### config.mk
export PLATFORM = sky130hd
export DESIGN_NAME = csie_top
export DESIGN_NICKNAME = d
export VERILOG_FILES = /design/src/csie_se0_detect.v /design/src/csie_watchdog_timer_unit.v /design/src/csie_top.v
export VERILOG_INCLUDE_DIRS = /design/src /design/src/include
export SDC_FILE = /design/constraint.sdc
export NUM_CORES = 1
export LEC_CHECK = 0
export ABC_AREA = 1
export BUFFER_PORTS_ARGS = -buffer_cell sky130_fd_sc_hd__buf_2
export CORE_ASPECT_RATIO = 1.2
export CORE_MARGIN = 2
export CORE_UTILIZATION = 43
export DETAILED_ROUTE_END_ITERATION = 8
export HOLD_SLACK_MARGIN = 0.12
export PLACE_DENSITY = 0.76
export SETUP_SLACK_MARGIN = 0.1
export SLEW_MARGIN = 40
export SYNTH_ARGS = -nofsm -noshare
export SYNTH_HDL_FRONTEND = slang
export SYNTH_SLANG_ARGS = --single-unit
### constraint.sdc
create_clock -name hclk -period 2.6 [get_ports hclk]
set_clock_uncertainty 0.15 [all_clocks]
set_input_delay 0.26 -clock hclk [delete_from_list [all_inputs] [get_ports hclk]]
set_output_delay 0.26 -clock hclk [all_outputs]
set_load 0.1 [all_outputs]
### src/include/csie_defs.vh
// constants for the processor status and interrupt enable block
`ifndef CSIE_DEFS_VH
`define CSIE_DEFS_VH
`define CSIE_IDX_GIE        8'h20
`define CSIE_IDX_EPIE       8'h21
`define CSIE_IDX_PSC        8'hff
`define CSIE_ADDR_GIE       {22'h000000, `CSIE_IDX_GIE, 2'b00}
`define CSIE_ADDR_EPIE      {22'h000000, `CSIE_IDX_EPIE, 2'b00}
`define CSIE_ADDR_PSC       {22'h000000, `CSIE_IDX_PSC, 2'b00}
`define CSIE_PSC_RUN        0
`define CSIE_PSC_RSVD       1
`define CSIE_PSC_IE_SENSE   2
`define CSIE_PSC_SUSPEND    3
`define CSIE_PSC_POR        4
`define CSIE_PSC_BUS_RST    5
`define CSIE_PSC_WDR        6
`define CSIE_PSC_IRQ_PEND   7
`define CSIE_PSC_RESET      8'h11
`define CSIE_GIE_RESET      7'h00
`define CSIE_EPIE_RESET     5'h00
`define CSIE_NUM_SRC        12
`define CSIE_CLK_MHZ        100
`define CSIE_SE0_MIN_US     12
`define CSIE_SE0_MAX_US     16
`define CSIE_SE0_MIN_CYC    (`CSIE_SE0_MIN_US * `CSIE_CLK_MHZ)
`define CSIE_SE0_MAX_CYC    (`CSIE_SE0_MAX_US * `CSIE_CLK_MHZ)
`define CSIE_WATCH_MS       8
`define CSIE_WATCH_CYC      (`CSIE_WATCH_MS * 1000 * `CSIE_CLK_MHZ)
`define CSIE_STARTUP_MS     96
`define CSIE_STARTUP_CYC    (`CSIE_STARTUP_MS * 1000 * `CSIE_CLK_MHZ)
`endif

### src/csie_se0_detect.v
// upstream single-ended zero detector for bus reset
module csie_se0_detect #(
   parameter MIN_CYC = 1200
) (
   input  wire hclk,
   input  wire hresetn,
   input  wire usb_dp,
   input  wire usb_dm,
   output reg  se0_q,
   output reg  bus_rst_pulse_q
);
   reg  [11:0] cnt_q;
   wire        se0_now;

   assign se0_now = ~usb_dp & ~usb_dm;

   always @(posedge hclk or negedge hresetn) begin
      if (!hresetn) begin
         cnt_q           <= 12'h000;
         se0_q           <= 1'b0;
         bus_rst_pulse_q <= 1'b0;
      end else begin
         se0_q           <= se0_now;
         bus_rst_pulse_q <= 1'b0;
         if (!se0_now) begin
            cnt_q <= 12'h000;
         end else if (cnt_q != MIN_CYC[11:0]) begin
            cnt_q <= cnt_q + 12'h001;
            // fires once per se0, at the least bus reset length
            if (cnt_q == MIN_CYC[11:0] - 12'h001) begin
               bus_rst_pulse_q <= 1'b1;
            end
         end
      end
   end
endmodule

### src/csie_watchdog_timer_unit.v
// watchdog counter: expires when not cleared within the window
module csie_watchdog_timer_unit #(
   parameter WATCH_CYC = 800000
) (
   input  wire hclk,
   input  wire hresetn,
   input  wire wd_clear,
   output reg  expire_q
);
   reg [23:0] cnt_q;

   always @(posedge hclk or negedge hresetn) begin
      if (!hresetn) begin
         cnt_q    <= 24'h000000;
         expire_q <= 1'b0;
      end else begin
         expire_q <= 1'b0;
         if (wd_clear) begin
            cnt_q <= 24'h000000;
         end else if (cnt_q == WATCH_CYC[23:0] - 24'h000001) begin
            cnt_q    <= 24'h000000;
            expire_q <= 1'b1;
         end else begin
            cnt_q <= cnt_q + 24'h000001;
         end
      end
   end
endmodule

### src/csie_top.v
// processor status/control, reset cause flags and interrupt enable logic
//
// Functional notes
// halt clears status register, core stops
// firmware writes zero to reserved bit 1
// enable sense bit reads state, ignores writes
// sense changed only by mask/unmask/return instructions; here also cleared by take, halt and watchdog reset
// suspend write halts; interrupt or activity wakes
// suspend write ignored during bus activity
// power-on reset sets power-on flag
// long se0 sets bus reset flag
// watchdog expiry sets watchdog reset flag
// pending bit shows any recognised interrupt
// status register powers up as 0x11
// start-up suspend lets watchdog fire unless se0
// watchdog reset sets 01XX0001, keeps por/bus flags
// firmware clears power-on flag after start-up
// twelve maskable interrupt sources
// enable bits written one enable, zero disable
// global bit 0 gates bus reset; reset zero
// global bits 1,2 gate timer interrupts
// global bits 3-6 hub,dac,gpio,serial; 7 reserved
// per-source pending flop held until serviced
// servicing clears sense, pending, issues vector
// lowest numbered enabled request wins
// reserved enable bits read zero
//
// Design decision made here: register access over AHB-Lite.
`include "csie_defs.vh"
module csie_top #(
   parameter WATCH_CYC   = `CSIE_WATCH_CYC,
   parameter STARTUP_CYC = `CSIE_STARTUP_CYC
) (
   input  wire        hclk,
   input  wire        hresetn,
   input  wire        hsel,
   input  wire [31:0] haddr,
   input  wire [1:0]  htrans,
   input  wire        hwrite,
   input  wire [2:0]  hsize,
   input  wire [31:0] hwdata,
   input  wire        hready,
   output wire        hreadyout,
   output wire        hresp,
   output reg  [31:0] hrdata,
   input  wire        usb_dp,
   input  wire        usb_dm,
   input  wire        usb_bus_activity,
   input  wire [11:1] irq_src_pulse,
   input  wire        mask_all_instr,
   input  wire        unmask_all_instr,
   input  wire        return_from_service_instr,
   input  wire        halt_instr,
   input  wire        watchdog_clear,
   input  wire        irq_take,
   output reg         irq_req,
   output reg  [3:0]  irq_number,
   output reg         cpu_run,
   output reg         watchdog_reset_out
);
   localparam NS = `CSIE_NUM_SRC;
   localparam [7:0] PSC_RST = `CSIE_PSC_RESET;

   // bus slave state
   reg         rd_wait_q;
   reg         wr_q;
   reg  [2:0]  sel_q;
   wire        addr_ok;
   wire [2:0]  sel_d;
   wire        wr_gie;
   wire        wr_epie;
   wire        wr_psc;

   // status and enable state
   reg  [6:0]  gie_en_q;
   reg  [4:0]  ep_en_q;
   reg         run_q;
   reg         suspend_q;
   reg         por_q;
   reg         bus_rst_q;
   reg         wdr_q;
   reg         ie_sense_q;
   reg         startup_q;
   reg  [23:0] startup_cnt_q;
   reg  [3:0]  sel_src_q;

   wire        se0_lvl;
   wire        bus_rst_pulse;
   wire        wdr_evt;
   wire        startup_abort;
   wire [NS-1:0] src;
   wire [NS-1:0] pend;
   wire [NS-1:0] en;
   wire [NS-1:0] req;
   wire        any_req;
   wire        take_ok;
   wire        wipe;
   wire [7:0]  psc_val;
   reg  [3:0]  sel_d_src;
   integer     i;

   csie_se0_detect #(
      .MIN_CYC (`CSIE_SE0_MIN_CYC)
   ) u_se0 (
      .hclk            (hclk),
      .hresetn         (hresetn),
      .usb_dp          (usb_dp),
      .usb_dm          (usb_dm),
      .se0_q           (se0_lvl),
      .bus_rst_pulse_q (bus_rst_pulse)
   );

   // se0 in start-up suspend restarts the watchdog window
   assign startup_abort = startup_q & se0_lvl;

   csie_watchdog_timer_unit #(
      .WATCH_CYC (WATCH_CYC)
   ) u_wdt (
      .hclk     (hclk),
      .hresetn  (hresetn),
      .wd_clear (watchdog_clear | startup_abort),
      .expire_q (wdr_evt)
   );

   // ahb-lite slave: writes zero wait, reads one wait state
   assign addr_ok   = hsel & htrans[1] & hready;
   assign sel_d     = {haddr == `CSIE_ADDR_PSC, haddr == `CSIE_ADDR_EPIE, haddr == `CSIE_ADDR_GIE};
   assign hreadyout = ~rd_wait_q;
   assign hresp     = 1'b0;
   assign wr_gie    = wr_q & sel_q[0];
   assign wr_epie   = wr_q & sel_q[1];
   assign wr_psc    = wr_q & sel_q[2];

   always @(posedge hclk or negedge hresetn) begin
      if (!hresetn) begin
         rd_wait_q <= 1'b0;
         wr_q      <= 1'b0;
         sel_q     <= 3'h0;
         hrdata    <= 32'h00000000;
      end else begin
         rd_wait_q <= addr_ok & ~hwrite;
         wr_q      <= addr_ok & hwrite;
         if (addr_ok) begin
            sel_q <= sel_d;
         end
         if (rd_wait_q) begin
            // reserved enable bits read zero
            case (sel_q)
               3'h1:    hrdata <= {25'h0000000, gie_en_q};
               3'h2:    hrdata <= {27'h0000000, ep_en_q};
               3'h4:    hrdata <= {24'h000000, psc_val};
               default: hrdata <= 32'h00000000;
            endcase
         end
      end
   end

   // pending bit is the or of all pending flops
   // sense bit reads the internal enable, bit 1 reads zero
   assign psc_val = {|pend, wdr_q, bus_rst_q, por_q, suspend_q, ie_sense_q, 1'b0, run_q};

   // enable registers, one bit per source
   always @(posedge hclk or negedge hresetn) begin
      if (!hresetn) begin
         // all enables start cleared
         gie_en_q <= `CSIE_GIE_RESET;
         ep_en_q  <= `CSIE_EPIE_RESET;
      end else if (wdr_evt) begin
         gie_en_q <= `CSIE_GIE_RESET;
         ep_en_q  <= `CSIE_EPIE_RESET;
      end else begin
         if (wr_gie) begin
            gie_en_q <= hwdata[6:0];
         end
         if (wr_epie) begin
            ep_en_q <= hwdata[4:0];
         end
      end
   end

   // source order is vector order, bus reset first
   assign src = {irq_src_pulse, bus_rst_pulse};
   // R18: R19: enable bit to source mapping
   assign en  = {gie_en_q[6:3], ep_en_q, gie_en_q[2:0]};
   assign req = pend & en;
   assign any_req = |req;
   assign take_ok = irq_take & irq_req;
   // halt and watchdog reset both flush interrupt state
   assign wipe    = wdr_evt | halt_instr;

   // one pending flop per source, set wins over clear
   genvar g;
   generate
      for (g = 0; g < NS; g = g + 1) begin : g_pend
         reg p_q;
         always @(posedge hclk or negedge hresetn) begin
            if (!hresetn) begin
               p_q <= 1'b0;
            end else if (src[g]) begin
               p_q <= 1'b1;
            end else if (wipe | (take_ok & ({28'h0000000, sel_src_q} == g))) begin
               // serviced source loses its pending state
               p_q <= 1'b0;
            end
         end
         assign pend[g] = p_q;
      end
   endgenerate

   // lowest numbered enabled request is granted
   always @* begin
      sel_d_src = 4'h0;
      for (i = NS - 1; i >= 0; i = i - 1) begin
         if (req[i]) begin
            sel_d_src = i[3:0];
         end
      end
   end

   // request held only while sense is set; dropped on take
   always @(posedge hclk or negedge hresetn) begin
      if (!hresetn) begin
         irq_req    <= 1'b0;
         irq_number <= 4'h0;
         sel_src_q  <= 4'h0;
      end else if (take_ok | wipe) begin
         irq_req <= 1'b0;
      end else begin
         irq_req <= ie_sense_q & any_req & run_q & ~suspend_q & ~startup_q;
         if (any_req) begin
            sel_src_q  <= sel_d_src;
            // vector number one above source index
            irq_number <= sel_d_src + 4'h1;
         end
      end
   end

   // sense only moves by instruction, by servicing or by watchdog reset
   always @(posedge hclk or negedge hresetn) begin
      if (!hresetn) begin
         ie_sense_q <= 1'b0;
      end else if (wipe) begin
         ie_sense_q <= 1'b0;
      end else if (take_ok) begin
         // servicing masks further interrupts
         ie_sense_q <= 1'b0;
      end else if (unmask_all_instr | return_from_service_instr) begin
         ie_sense_q <= 1'b1;
      end else if (mask_all_instr) begin
         ie_sense_q <= 1'b0;
      end
   end

   // run, suspend and reset cause flags
   always @(posedge hclk or negedge hresetn) begin
      if (!hresetn) begin
         // R07: power-on value 0x11
         run_q     <= PSC_RST[`CSIE_PSC_RUN];
         por_q     <= PSC_RST[`CSIE_PSC_POR];
         suspend_q <= 1'b0;
         bus_rst_q <= 1'b0;
         wdr_q     <= 1'b0;
      end else if (wdr_evt) begin
         // watchdog reset keeps por and bus reset flags
         // watchdog flag set on expiry
         run_q     <= 1'b1;
         suspend_q <= 1'b0;
         wdr_q     <= 1'b1;
         bus_rst_q <= bus_rst_q | bus_rst_pulse;
      end else if (halt_instr) begin
         // halt zeroes every status bit unless a watchdog expiry, bus reset or source event lands in the same cycle
         run_q     <= 1'b0;
         por_q     <= 1'b0;
         suspend_q <= 1'b0;
         wdr_q     <= 1'b0;
         bus_rst_q <= bus_rst_pulse;
      end else begin
         if (wr_psc) begin
            run_q <= hwdata[`CSIE_PSC_RUN];
            por_q <= hwdata[`CSIE_PSC_POR];
            wdr_q <= hwdata[`CSIE_PSC_WDR];
         end
         // detector event beats a firmware clear
         if (bus_rst_pulse) begin
            bus_rst_q <= 1'b1;
         end else if (wr_psc) begin
            bus_rst_q <= hwdata[`CSIE_PSC_BUS_RST];
         end
         // suspend request refused under bus activity
         if (wr_psc & hwdata[`CSIE_PSC_SUSPEND] & ~usb_bus_activity) begin
            suspend_q <= 1'b1;
         end else if (any_req | usb_bus_activity) begin
            // wake on enabled pending interrupt or activity
            suspend_q <= 1'b0;
         end else if (wr_psc) begin
            suspend_q <= 1'b0;
         end
      end
   end

   // start-up suspend, ended by its length or by se0
   always @(posedge hclk or negedge hresetn) begin
      if (!hresetn) begin
         startup_q     <= 1'b1;
         startup_cnt_q <= 24'h000000;
      end else if (startup_q) begin
         if (startup_abort | (startup_cnt_q == STARTUP_CYC[23:0] - 24'h000001)) begin
            startup_q <= 1'b0;
         end
         startup_cnt_q <= startup_cnt_q + 24'h000001;
      end
   end

   // core run level and reset pulse out, both registered
   always @(posedge hclk or negedge hresetn) begin
      if (!hresetn) begin
         cpu_run            <= 1'b0;
         watchdog_reset_out <= 1'b0;
      end else begin
         // R05: core stopped while halted or suspended
         cpu_run            <= run_q & ~suspend_q & ~startup_q & ~halt_instr;
         watchdog_reset_out <= wdr_evt;
      end
   end
endmodule

==> flow_metrics.tcl <==
set metrics [dict create \
    status "finished with violations" \
    violations "design-rule violations" \
    rr_endpoint "u_wdt.cnt_q[11]" \
    detail_route.wl_per_cell_um 13.59 \
    cts_buffers 17 \
    worst-path-buf-inv 4 \
    holdPathEnd "suspend_q" \
    setup_tns_ps 0 \
    ys_types 47 \
    period_share_pct 89.80 \
    clkSlewWorstSetupHoldPaths_ps 50 \
    seq_area_um2 2957 \
    setup-violations-final 0 \
    place_hpwl_um 9827 \
    core-area_um2 13880 \
    criticalPathCategory "input pin to flip-flop" \
    seq_area_frac_synth_pct 48.05 \
    hold_viol_final 0 \
    dp.cells 989 \
    slew_headroom_pct 49.77 \
    num_antenna_cells 0 \
    r2r_slack_ps 470 \
    cap_violations 0 \
    fin_crit_ps 2335 \
    grt.overflow.total 0 \
    drv_slew 0 \
    power_density_nw_per_um2 704.5 \
    syn_area_per_cell_um2 8.293 \
    whs_path_depth 5 \
    hp-start "hwdata[3]" \
    viasPerCell 4.964 \
    hold_slack_ps 139.8 \
    antenna_found_initial 0 \
    route.detailed.drc 5 \
    final_util_pct 56.36 \
    worstSkewPairLatency_ps 410 \
    clockBufferDepth 2 \
    fp.dieH_um 135.0 \
    grt_pass1_vias 5417 \
    place.gp.congestion 0.8624 \
    critPathMaxFanout 2 \
    slowest_delay_ps 570 \
    grt_use_total_pct 20.30 \
    rsz0062_at_grt "no" \
    fill_cells 1176 \
    postSynth.asyncResetShare_pct 100.0 \
    numPortBuffers 80 \
    yosys_most_used_dff "dfrtp_1" \
    hold_class "input pin to flip-flop" \
    grt_first_pass_wirelength_um 24610 \
    path_cells "dlygate4sd3_1 > buf_2 > nor2_1 > dlygate4sd3_1 > nand3_1 > dlygate4sd3_1 > nor2_1 > nand3_1 > o21ai_0" \
    cts_root_buf "clkbuf_16" \
    ant_nets 0 \
    die_w_um 113.2 \
    grt_max_degree 46 \
    firstDrtPassIters 7 \
    reg2reg_depth 12 \
    die_area_um2 15290 \
    synthCells 742 \
    vias 5307 \
    critPathTopFamily "buffers and inverters" \
    cp-start-kind "input pin" \
    crit_slowest_cell "dlygate4sd3_1" \
    crit_required_ps 2780 \
    h-tree-depth 4 \
    r2r-start "u_wdt.cnt_q[0]" \
    cts_setup_buffers 0 \
    tightestPinTransition_ps 747.7 \
    instances_no_fill 1069 \
    p_leak_nw 3.790 \
    peakVddDrop_mv 0.3889 \
    crit_arrival_ps 2520 \
    routed_wirelength_um 14530 \
    multi_input_area_um2 2709 \
    synthToLayoutAreaGrowth_pct 27.10 \
    synth_warnings 0 \
    start_util_pct 44.34 \
    rows 47 \
    crit_path_frequent_cell "dlygate4sd3_1" \
    fmaxAchievable_mhz 428.3 \
    drive_gt1_share_pct 18.04 \
    synth_edf_count 0 \
    ys_ff_latch 118 \
    fin_area_um2 7821 \
    cts_tree "yes" \
    nets 984 \
    endpoint_kind "flip-flop" \
    cts.sink_count 118 \
    drtIter0Drc 394 \
    placed_cell_area_um2 6678 \
    netlist_area_um2 6153 \
    ios 135 \
]
==> registers in the layout, summed over array words and instances (netlist names), 5 cells and up <==
register and flops:
g_pend.p_q 12, startup_cnt_q 24, gie_en_q 7, ep_en_q 5, hrdata 8, u_se0.cnt_q 12
u_wdt.cnt_q 24
==> kinds of logic (layout without fill, tap and decap cells) <==
group                      count (synthesis)  after routing  synth area share, %
and+or+nand+nor                          376            376                28.63
buffers and inverters                    130            262                9.699
DFF                                      118            118                48.05
AOI/OAI and AO/OA                         77             77                7.361
xor gates and xnor gates                  30             30                4.270
adders and majority gates                  5              5                1.017
muxes                                      5              5               0.9149
other                                      1             25              0.06094
==> synth_stat cells (4+ instances only) <==
| cell type | instances | area [µm²] |
|---|---|---|
| nor3_2 | 6 | 60.06 |
| a31oi_1 | 4 | 25.02 |
| o21bai_1 | 8 | 60.06 |
| nand3_1 | 34 | 170.2 |
| dfrtp_1 | 115 | 2878 |
| nand2_1 | 166 | 623.1 |
| xor2_1 | 22 | 192.7 |
| mux2_2 | 5 | 56.30 |
| ha_1 | 5 | 62.56 |
| nor3_1 | 21 | 105.1 |
| nor4_1 | 12 | 75.07 |
| nor2_2 | 6 | 37.54 |
| nor2_4 | 5 | 56.30 |
| nand4_1 | 18 | 112.6 |
| inv_1 | 93 | 349.1 |
| o21a_1 | 4 | 30.03 |
| nor2_1 | 89 | 334.1 |
| o21ai_0 | 34 | 170.2 |
| xnor2_1 | 8 | 70.07 |
| nand2_2 | 6 | 37.54 |
| a21oi_1 | 16 | 80.08 |
| buf_4 | 26 | 195.2 |
==> metal layers <==
layer,share of wire (%),wire [µm],vias to the layer above,track usage (%)
met5,0,0,-,0
met4,3.5,507,0,9.688
met3,4.0,585,40,4.803
met2,52,7497,125,36.16
met1,41,5939,2502,22.79
li1,-,-,2640,-
==> what timing repair did <==
item,CTS,global route
setup endpoints to repair,0,5
endpoints found under the hold margin,154,0
resized for setup,0,4
hold buffers,50,0
==> cell usage in the layout (no fill, tap or decap), types with 6 or more instances in the layout <==
master / count
buf_2: 79
inv_1: 93
nand2_1: 166
conb_1: 25
dfrtp_1: 115
nand4_1: 18
nand3_1: 34
nor3_1: 21
nor3_2: 6
xor2_1: 22
dlygate4sd3_1: 48
nor4_1: 11
o21ai_0: 34
nor2_4: 6
clkbuf_16: 17
xnor2_1: 8
o21bai_1: 8
nor2_2: 6
nor2_1: 88
a21oi_1: 16
==> final cells by class <==
| class | count | area share (%) |
|---|---|---|
| timing repair buffer | 133 | 11.93 |
| sequential | 118 | 37.80 |
| clock buffer | 19 | 5.663 |
| multi-input combinational | 518 | 34.63 |
| tap | 171 | 2.736 |
| inverter | 97 | 4.655 |
| clock inverter | 13 | 2.576 |
==> worst max-delay path by stage <==
stage | start | endpoint | cells after the start
6_report | haddr[10] | sel_q[0] | 9
5_1_grt | u_wdt.cnt_q[0] | u_wdt.cnt_q[10] | 12
4_1_cts | haddr[5] | sel_q[1] | 9
3_5_place_dp | u_wdt.cnt_q[0] | u_wdt.cnt_q[11] | 12
3_3_place_gp | u_wdt.cnt_q[0] | u_wdt.cnt_q[11] | 12
2_1_floorplan | rd_wait_q | hrdata[0] | 3
==> metrics by stage <==
stage | setup slack [ps] | power (mW)
3_5_place_dp | 395.5 | 2.937
6_report | 265.2 | 5.510
3_3_place_gp | 446.2 | 2.924
5_1_grt | 180.0 | 5.724
4_1_cts | 150.8 | 5.537
2_1_floorplan | 670.0 | 2.743
==> tightest hold or removal path, delay by kind of cell <==
family / cells / cell delay, ps
compound gates: 1 / 140
buf+inv: 2 / 150
simple gates: 2 / 110
==> report_power, final <==
group          switching, mW  internal, mW
sequential            0.0914          1.95
combinational          0.713         0.218
clock                  0.822          1.72
total                   1.63          3.88
Note: power is estimated with default switching activity, not from simulation.
